[src/design/pfr_pkg.sv]
package pfr_pkg;
   // Register indices; the byte address on the bus is four times the index.
   localparam logic [11:0] IDX_PIN_LEVEL_SAMPLE = 12'hF26;
   localparam logic [11:0] IDX_FAULT_RECOVERY_CONTROL = 12'hF28;
   localparam logic [11:0] IDX_FAULT_MASK = 12'hF30;
   localparam logic [11:0] IDX_FAULT_FLAGS = 12'hF31;
   localparam logic [11:0] IDX_IRQ_STATUS = 12'hF32;
   localparam logic [11:0] IDX_IRQ_MASK = 12'hF33;
   localparam int ADDR_W = 16;
   localparam int SRC_W = 4;
   localparam int IRQ_W = 3;
   // Fault source order inside the block.
   localparam int SRC_FIRST = 0;
   localparam int SRC_COMP = 1;
   localparam int SRC_SECOND = 2;
   localparam int SRC_DEBUG = 3;
   // Fault recovery control fields.
   localparam int FRC_FIRST_RESTART = 0;
   localparam int FRC_FIRST_IRQ = 1;
   localparam int FRC_COMP_RESTART = 2;
   localparam int FRC_COMP_IRQ = 3;
   localparam int FRC_SECOND_RESTART = 4;
   localparam int FRC_SECOND_IRQ = 5;
   localparam int FRC_DEBUG_RESTART = 6;
   localparam logic [7:0] FRC_WRITABLE = 8'h7F;
   // Flag and mask layout: debug in bit 5, second fault 2, comparator 1, first fault 0.
   localparam int FLG_DEBUG_BIT = 5;
   localparam int PIN_FAULT_BIT = 6;
   localparam logic [7:0] RESET_FRC = 8'h00;
   localparam logic [SRC_W-1:0] RESET_FAULT_MASK = 4'h0;
   localparam logic [IRQ_W-1:0] RESET_IRQ_MASK = 3'h0;
   localparam logic [7:0] RESET_PIN_SAMPLE = 8'h00;
   typedef enum logic [1:0] {
      PFR_RUN,
      PFR_FAULT,
      PFR_WAIT_PERIOD,
      PFR_WAIT_RELOAD
   } pfr_state_type;
endpackage

[src/design/pfr_sticky.sv]
`timescale 1ns/100ps
module pfr_sticky #(
   parameter int WIDTH = 1
) (
   input wire logic clk_sys,
   input wire logic arst_n,
   input wire logic [WIDTH-1:0] set,
   input wire logic [WIDTH-1:0] clear,
   input wire logic [WIDTH-1:0] hold,
   output logic [WIDTH-1:0] flag
);

   // A set in the same cycle as a clear wins, so no event is lost.
   always_ff @(posedge clk_sys or negedge arst_n)
   begin
      if (!arst_n)
      begin
         flag <= '0;
      end
      else
      begin
         flag <= set | (flag & ~(clear & ~hold));
      end
   end

endmodule // pfr_sticky

[src/design/pfr_top.sv]
// The implementer's own choice: register access over APB.
`timescale 1ns/100ps
//////////////////////////////////////////////////////////////////////////////////////////////////
// Function
// RULE1: Software writes recovery control only with modulator disabled; enabled writes are ignored.
// RULE2: Debug automatic restart waits for all sources clear and a new period.
// RULE3: Other automatic restarts resume output control once all sources deassert.
// RULE4: Any restart bit set: wait sources clear, flags cleared, then a reload.
// RULE5: Second fault interrupt enable bit gates its interrupt on source assertion.
// RULE6: Comparator interrupt enable bit gates its interrupt on comparator assertion.
// RULE7: First fault interrupt enable bit gates its interrupt on pin assertion.
// RULE8: Software keeps the reserved top control bit at zero.
// RULE9: Pin sample bit 6 reads the first fault pin level.
// RULE10: Pin sample bits 5 to 0 read the six PWM pin levels.
// RULE11: Fault flags clear by writing one, not while active; masked sources never set.
// RULE12: While a fault is present all six outputs are forced off.
module pfr_top (
   input wire logic clk_sys,
   input wire logic arst_n,
   input wire logic psel,
   input wire logic penable,
   input wire logic pwrite,
   input wire logic [pfr_pkg::ADDR_W-1:0] paddr,
   input wire logic [31:0] pwdata,
   output logic [31:0] prdata,
   output logic pready,
   output logic pslverr,
   input wire logic modulator_enable,
   input wire logic debug_entry,
   input wire logic second_fault_input,
   input wire logic comparator_input,
   input wire logic first_fault_input,
   input wire logic pwm_reload,
   input wire logic period_start,
   input wire logic ch2_high_pin,
   input wire logic ch2_low_pin,
   input wire logic ch1_high_pin,
   input wire logic ch1_low_pin,
   input wire logic ch0_high_pin,
   input wire logic ch0_low_pin,
   output logic output_override,
   output logic irq
);

   //////////////////////////////////////////////////////////////////////////////////////////////
   logic [7:0] fault_recovery_control;
   logic [pfr_pkg::SRC_W-1:0] fault_mask;
   logic [pfr_pkg::IRQ_W-1:0] irq_mask;
   logic [7:0] pin_level_sample;
   logic [pfr_pkg::SRC_W-1:0] fault_flags;
   logic [pfr_pkg::IRQ_W-1:0] irq_status;
   logic [pfr_pkg::SRC_W-1:0] fault_cause;
   logic [pfr_pkg::SRC_W-1:0] src_prev;
   pfr_pkg::pfr_state_type state;
   pfr_pkg::pfr_state_type next_state;
   logic [pfr_pkg::SRC_W-1:0] src_raw;
   logic [pfr_pkg::SRC_W-1:0] src_active;
   logic [pfr_pkg::SRC_W-1:0] restart_sel;
   logic [pfr_pkg::SRC_W-1:0] flag_clear;
   logic [pfr_pkg::IRQ_W-1:0] irq_clear;
   logic [pfr_pkg::IRQ_W-1:0] irq_set;
   logic [pfr_pkg::IRQ_W-1:0] irq_en;
   logic [11:0] reg_index;
   logic addr_aligned;
   logic hit_pin;
   logic hit_frc;
   logic hit_fmask;
   logic hit_flags;
   logic hit_istat;
   logic hit_imask;
   logic hit_any;
   logic wr_commit;
   logic [31:0] next_prdata;

   //////////////////////////////////////////////////////////////////////////////////////////////
   // Bus decode. The slave answers in the first access cycle, so pready is set in setup.
   assign reg_index = paddr[13:2];
   assign addr_aligned = (paddr[1:0] == 2'h0) && (paddr[pfr_pkg::ADDR_W-1:14] == 2'h0);
   assign hit_pin = addr_aligned && (reg_index == pfr_pkg::IDX_PIN_LEVEL_SAMPLE);
   assign hit_frc = addr_aligned && (reg_index == pfr_pkg::IDX_FAULT_RECOVERY_CONTROL);
   assign hit_fmask = addr_aligned && (reg_index == pfr_pkg::IDX_FAULT_MASK);
   assign hit_flags = addr_aligned && (reg_index == pfr_pkg::IDX_FAULT_FLAGS);
   assign hit_istat = addr_aligned && (reg_index == pfr_pkg::IDX_IRQ_STATUS);
   assign hit_imask = addr_aligned && (reg_index == pfr_pkg::IDX_IRQ_MASK);
   assign hit_any = hit_pin | hit_frc | hit_fmask | hit_flags | hit_istat | hit_imask;
   assign wr_commit = psel && penable && pready && pwrite && hit_any;

   always_ff @(posedge clk_sys or negedge arst_n)
   begin
      if (!arst_n)
      begin
         pready <= 1'b0;
         pslverr <= 1'b0;
      end
      else
      begin
         pready <= psel && !penable;
         pslverr <= psel && !penable && !hit_any;
      end
   end

   always_comb
   begin
      next_prdata = 32'h0000_0000;
      if (hit_pin)
      begin
         next_prdata[7:0] = pin_level_sample;
      end
      else if (hit_frc)
      begin
         next_prdata[7:0] = fault_recovery_control;
      end
      else if (hit_fmask)
      begin
         next_prdata[pfr_pkg::FLG_DEBUG_BIT] = fault_mask[pfr_pkg::SRC_DEBUG];
         next_prdata[2:0] = fault_mask[2:0];
      end
      else if (hit_flags)
      begin
         next_prdata[pfr_pkg::FLG_DEBUG_BIT] = fault_flags[pfr_pkg::SRC_DEBUG];
         next_prdata[2:0] = fault_flags[2:0];
      end
      else if (hit_istat)
      begin
         next_prdata[pfr_pkg::IRQ_W-1:0] = irq_status;
      end
      else if (hit_imask)
      begin
         next_prdata[pfr_pkg::IRQ_W-1:0] = irq_mask;
      end
   end

   // Read data is captured in the setup cycle and held through the access cycle.
   always_ff @(posedge clk_sys or negedge arst_n)
   begin
      if (!arst_n)
      begin
         prdata <= 32'h0000_0000;
      end
      else if (psel && !penable && !pwrite)
      begin
         prdata <= next_prdata;
      end
   end

   //////////////////////////////////////////////////////////////////////////////////////////////
   // Writable configuration.
   always_ff @(posedge clk_sys or negedge arst_n)
   begin
      if (!arst_n)
      begin
         fault_recovery_control <= pfr_pkg::RESET_FRC;
      end
      else if (wr_commit && hit_frc && !modulator_enable) // RULE1
      begin
         // The reserved top bit is kept at zero whatever software writes.
         fault_recovery_control <= pwdata[7:0] & pfr_pkg::FRC_WRITABLE; // RULE8
      end
   end

   always_ff @(posedge clk_sys or negedge arst_n)
   begin
      if (!arst_n)
      begin
         fault_mask <= pfr_pkg::RESET_FAULT_MASK;
      end
      else if (wr_commit && hit_fmask && !modulator_enable)
      begin
         fault_mask <= {pwdata[pfr_pkg::FLG_DEBUG_BIT], pwdata[2:0]};
      end
   end

   always_ff @(posedge clk_sys or negedge arst_n)
   begin
      if (!arst_n)
      begin
         irq_mask <= pfr_pkg::RESET_IRQ_MASK;
      end
      else if (wr_commit && hit_imask)
      begin
         irq_mask <= pwdata[pfr_pkg::IRQ_W-1:0];
      end
   end

   //////////////////////////////////////////////////////////////////////////////////////////////
   // Pin sampling. Writes to this register have no effect; it always shows the pins.
   always_ff @(posedge clk_sys or negedge arst_n)
   begin
      if (!arst_n)
      begin
         pin_level_sample <= pfr_pkg::RESET_PIN_SAMPLE;
      end
      else
      begin
         pin_level_sample <= {1'b0, first_fault_input, // RULE9
                              ch2_high_pin, ch2_low_pin, ch1_high_pin, // RULE10
                              ch1_low_pin, ch0_high_pin, ch0_low_pin}; // RULE10
      end
   end

   //////////////////////////////////////////////////////////////////////////////////////////////
   // Fault sources and flags.
   assign src_raw = {debug_entry, second_fault_input, comparator_input, first_fault_input};
   assign src_active = src_raw & ~fault_mask; // RULE11
   assign flag_clear = wr_commit && hit_flags ?
                       {pwdata[pfr_pkg::FLG_DEBUG_BIT], pwdata[2:0]} : 4'h0;

   // A flag cannot be cleared while its source still asserts.
   pfr_sticky #(
      .WIDTH(pfr_pkg::SRC_W)
   ) u_fault_flags (
      .clk_sys(clk_sys),
      .arst_n(arst_n),
      .set(src_active), // RULE11
      .clear(flag_clear), // RULE11
      .hold(src_active), // RULE11
      .flag(fault_flags)
   );

   //////////////////////////////////////////////////////////////////////////////////////////////
   // Interrupts on assertion of each enabled external fault source.
   assign irq_en = {fault_recovery_control[pfr_pkg::FRC_SECOND_IRQ],
                    fault_recovery_control[pfr_pkg::FRC_COMP_IRQ],
                    fault_recovery_control[pfr_pkg::FRC_FIRST_IRQ]};
   assign irq_set[2] = src_active[pfr_pkg::SRC_SECOND] && !src_prev[pfr_pkg::SRC_SECOND]
                       && irq_en[2]; // RULE5
   assign irq_set[1] = src_active[pfr_pkg::SRC_COMP] && !src_prev[pfr_pkg::SRC_COMP]
                       && irq_en[1]; // RULE6
   assign irq_set[0] = src_active[pfr_pkg::SRC_FIRST] && !src_prev[pfr_pkg::SRC_FIRST]
                       && irq_en[0]; // RULE7
   assign irq_clear = wr_commit && hit_istat ? pwdata[pfr_pkg::IRQ_W-1:0] : 3'h0;

   pfr_sticky #(
      .WIDTH(pfr_pkg::IRQ_W)
   ) u_irq_status (
      .clk_sys(clk_sys),
      .arst_n(arst_n),
      .set(irq_set),
      .clear(irq_clear),
      .hold(3'h0),
      .flag(irq_status)
   );

   always_ff @(posedge clk_sys or negedge arst_n)
   begin
      if (!arst_n)
      begin
         src_prev <= 4'h0;
         irq <= 1'b0;
      end
      else
      begin
         src_prev <= src_active;
         // Clearing an enable bit drops a pending interrupt one cycle later, as irq is registered.
         irq <= |(irq_status & irq_mask & irq_en); // RULE5 RULE6 RULE7
      end
   end

   //////////////////////////////////////////////////////////////////////////////////////////////
   // Recovery sequencing.
   assign restart_sel = {fault_recovery_control[pfr_pkg::FRC_DEBUG_RESTART],
                         fault_recovery_control[pfr_pkg::FRC_SECOND_RESTART],
                         fault_recovery_control[pfr_pkg::FRC_COMP_RESTART],
                         fault_recovery_control[pfr_pkg::FRC_FIRST_RESTART]};

   always_comb
   begin
      next_state = state;
      case (state)
         pfr_pkg::PFR_RUN:
         begin
            if (|src_active)
            begin
               next_state = pfr_pkg::PFR_FAULT;
            end
         end
         pfr_pkg::PFR_FAULT:
         begin
            if (|src_active)
            begin
               next_state = pfr_pkg::PFR_FAULT;
            end
            else if (|restart_sel)
            begin
               next_state = pfr_pkg::PFR_WAIT_RELOAD; // RULE4
            end
            else if (fault_cause[pfr_pkg::SRC_DEBUG])
            begin
               next_state = pfr_pkg::PFR_WAIT_PERIOD; // RULE2
            end
            else
            begin
               next_state = pfr_pkg::PFR_RUN; // RULE3
            end
         end
         pfr_pkg::PFR_WAIT_PERIOD:
         begin
            if (|src_active)
            begin
               next_state = pfr_pkg::PFR_FAULT;
            end
            else if (period_start)
            begin
               next_state = pfr_pkg::PFR_RUN; // RULE2
            end
         end
         pfr_pkg::PFR_WAIT_RELOAD:
         begin
            // A reload only counts once every flag has already been cleared.
            if (|src_active)
            begin
               next_state = pfr_pkg::PFR_FAULT;
            end
            else if (fault_flags == 4'h0 && pwm_reload)
            begin
               next_state = pfr_pkg::PFR_RUN; // RULE4
            end
         end
         default:
         begin
            next_state = pfr_pkg::PFR_FAULT;
         end
      endcase
   end

   always_ff @(posedge clk_sys or negedge arst_n)
   begin
      if (!arst_n)
      begin
         state <= pfr_pkg::PFR_RUN;
      end
      else
      begin
         state <= next_state;
      end
   end

   // Causes gathered over one fault episode choose the restart path.
   always_ff @(posedge clk_sys or negedge arst_n)
   begin
      if (!arst_n)
      begin
         fault_cause <= 4'h0;
      end
      else if (state == pfr_pkg::PFR_RUN)
      begin
         fault_cause <= src_active;
      end
      else
      begin
         fault_cause <= fault_cause | src_active;
      end
   end

   // Override is registered; it follows a new fault one cycle later.
   always_ff @(posedge clk_sys or negedge arst_n)
   begin
      if (!arst_n)
      begin
         output_override <= 1'b0;
      end
      else
      begin
         output_override <= (next_state != pfr_pkg::PFR_RUN); // RULE12
      end
   end

endmodule // pfr_top

[config.mk]
export PLATFORM = sky130hd
export DESIGN_NAME = pfr_top
export DESIGN_NICKNAME = d
export VERILOG_FILES = /design/src/design/pfr_pkg.sv /design/src/design/pfr_sticky.sv /design/src/design/pfr_top.sv
export SDC_FILE = /design/constraint.sdc
export NUM_CORES = 1
export LEC_CHECK = 0
export ABC_AREA = 1
export BUFFER_PORTS_ARGS = -buffer_cell sky130_fd_sc_hd__buf_2
export CAP_MARGIN = 20
export CORE_MARGIN = 2
export CORE_UTILIZATION = 52
export CTS_BUF_LIST = sky130_fd_sc_hd__clkbuf_16
export DETAILED_ROUTE_END_ITERATION = 7
export PLACE_DENSITY = 0.85
export SETUP_SLACK_MARGIN = 0.4
export SLEW_MARGIN = 20
export SYNTH_ARGS = -nofsm -noshare
export SYNTH_HDL_FRONTEND = slang
export SYNTH_SLANG_ARGS = --single-unit
[constraint.sdc]
create_clock -name clk_sys -period 2.2 [get_ports clk_sys]
set_input_delay 0.22 -clock clk_sys [delete_from_list [all_inputs] [get_ports clk_sys]]
set_output_delay 0.22 -clock clk_sys [all_outputs]
set_load 0.02 [all_outputs]
==> impl_metrics.csv <==
group,metric,value,unit
outcome,status,"completed",
sta,setup_viol,0,
sta,setup_tns,0,ps
yosys,yosysSeqAreaShare,45.1,%
routing,antenna_left,0,
sta,rsz0062_at_grt,"false",
sta,slew_headroom,58.3,%
global_route,grt_max_degree,46,
pwr,p_per_area,626,nW/um2
yosys,netlist_area,2500,um2
clocking,clockBufferDepth,2,
die,die_height,73.3,um
place,post-place-ws,679,ps
place,port_buffers,51,
die,rows,25,
clocking,htreeDepth,2,
routing,dr.pass1.iters,4,
yosys,synthCells,308,
worst_setup_path,worstSetupEndpointType,"flip-flop",
clocking,cts_sinks,45,
clocking,clk_pin_slew,60,ps
sta,final-hold-violation-count,0,
place,dpl.hpwl,4.08,mm
sta,drv_slew,0,
die,die_area,5370,um2
worst_hold_path,hold_class,"in -> async",
routing,vias,2084,
sta,fin_crit,1440,ps
pwr,p_leak,1.54,nW
final_layout,final_cell_mix,"66 x nand2_1, 51 x buf_2, 48 x inv_1, 45 x dfrtp_1, 25 x conb_1",
die,fp.dieW,73.3,um
final_layout,area_growth,14.1,%
yosys,synth_cell_types,29,
clocking,clockRootBuffer,"clkbuf_16",
worst_setup_path,critical_path.max_fanout,11,
final_layout,fillers,411,
clocking,hold_buffers,0,
pwr,power,1.78,mW
routing,routed_wl,5.29,mm
yosys,yosys_warnings,0,
routing,dr.first_iter.drc_count,140,
worst_setup_path,start_kind,"flip-flop",
clocking,postCtsSetupBuffers,0,
sta,fmax,694,MHz
global_route,antenna_found_initial,0,
die,fp.coreArea,4660,um2
sta,skew,3.45,ps
final_layout,nNetsFinal,429,
final_layout,final_common_cell,"nand2_1",
final_layout,drive_above_1_share,26.4,%
clocking,cts_resized,0,
global_route,grtUsageTotal,21.7,%
global_route,grt_pass1_vias,2004,
run,maxCapViolCount,0,
global_route,grt_pass1_wl,8.75,mm
clocking,tritoncts,"built",
clocking,cts_buffers,5,
sta,fin_crit_sh,65.5,%
global_route,grt_overflow,0,
clocking,insertion_delay,290,ps
final_layout,diodes,0,
worst_setup_path,cp.required,2380,ps
yosys,synth-seq-cells,45,
pwr,vdd_drop_max,0.476,mV
routing,vias_per_cell,4.99,
worst_setup_path,cp.arrival,1620,ps
worst_setup_path,crit_type,"reg -> reg",
sta,worst_pin_slew,623,ps
die,ios,102,
place,place_congestion,0.904,
routing,drt_drc_violations_left,0,
yosys,syn_avg_cell_area,8.10,um2
die,start_util,53.6,%
routing,avgRoutedWirePerCell,12.7,um
sta,setup_slack,760,ps
report_power, final:
group	internal [mW]	total [mW]	leakage [nW]	switching, mW
Sequential	0.854	0.864	0.541	0.0109
Combinational	0.0649	0.211	0.926	0.146
Clock	0.412	0.706	0.0748	0.294
Total	1.33	1.78	1.54	0.451
metal layers:
layer  global-route usage (%)  vias up  wire, um
met5                        0        -         0
met4                     7.41        0       104
met3                     5.35       13       281
met2                     38.3       77      2720
met1                     25.6      966      2180
li1                         -     1028         -
cell type report:
class	count	area, um2	area share [%]
flip-flops and latches	45	1130	39.5
clock inverters	3	13.8	0.483
clock buffers	5	125	4.39
well taps	54	67.6	2.37
repair buffers	52	263	9.23
multi-input cells	207	1050	37.0
inverters	52	198	6.94
logic make-up (layout without fill, tap and decap cells):
group           count (synthesis)  after routing  share of synthesized area (%)
compound gates                 38             38                           8.87
buf+inv                        80            112                           16.2
flops                          45             45                           45.1
other cells                     1             25                          0.150
simple gates                  144            144                           29.6
flip-flops by register name (all words and copies together) (netlist names):
register / cells
fault_recovery_control: 7
pin_level_sample: 7
prdata: 7
fault_mask: 4
u_fault_flags.flag: 4
irq_mask: 3
src_prev: 3
u_irq_status.flag: 3
state: 2
fault_cause: 1
irq: 1
output_override: 1
pready: 1
pslverr: 1
cells in the mapped netlist (all sizes together):
master	number	area share (%)
nand4	11	2.8
nor4	1	0.25
inv	52	7.9
or2	3	0.75
nor2	35	8.6
dfrtp	45	45
a21oi	7	1.4
buf	27	8.2
o31ai	3	0.90
conb	1	0.15
nand2	74	12
o21ai	20	4.2
o21a	1	0.30
nand3	20	5.1
o211ai	7	2.1
clkbuf	1	0.15
worst max-delay path, stage by stage, from the launching register on:
cell	delay, ps
dfrtp_1	340
nand4_1	260
inv_1	380
nand3_2	180
nand2_1	120
nand2_1	50
final timing paths:
path / start / to / slack [ps] / depth (start not counted)
setup / recovery: pready / irq_mask[1] / 760 / 5
hold / removal: arst_n / pin_level_sample[3] / 9 / 2
setup reg to reg: pready / irq_mask[1] / 760 / 5
hold reg to reg: src_prev[1] / u_irq_status.flag[1] / 440 / 1
max in group asynchronous: arst_n / fault_mask[1] / 1810 / 2
min in group clk_sys: ch2_low_pin / pin_level_sample[4] / 30 / 1
stage by stage:
stage               util, %  hold slack [ps]  instance area, um2  cells
floorplan                 -            -75.6                2590    332
global placement       58.1              324                2710    410
detailed placement     58.1              327                2710    410
CTS                    61.1             22.8                2850    418
global route           61.1             32.3                2850    418
finish                 61.1             8.87                2850    418
Note: power is estimated with default switching activity, not from simulation.
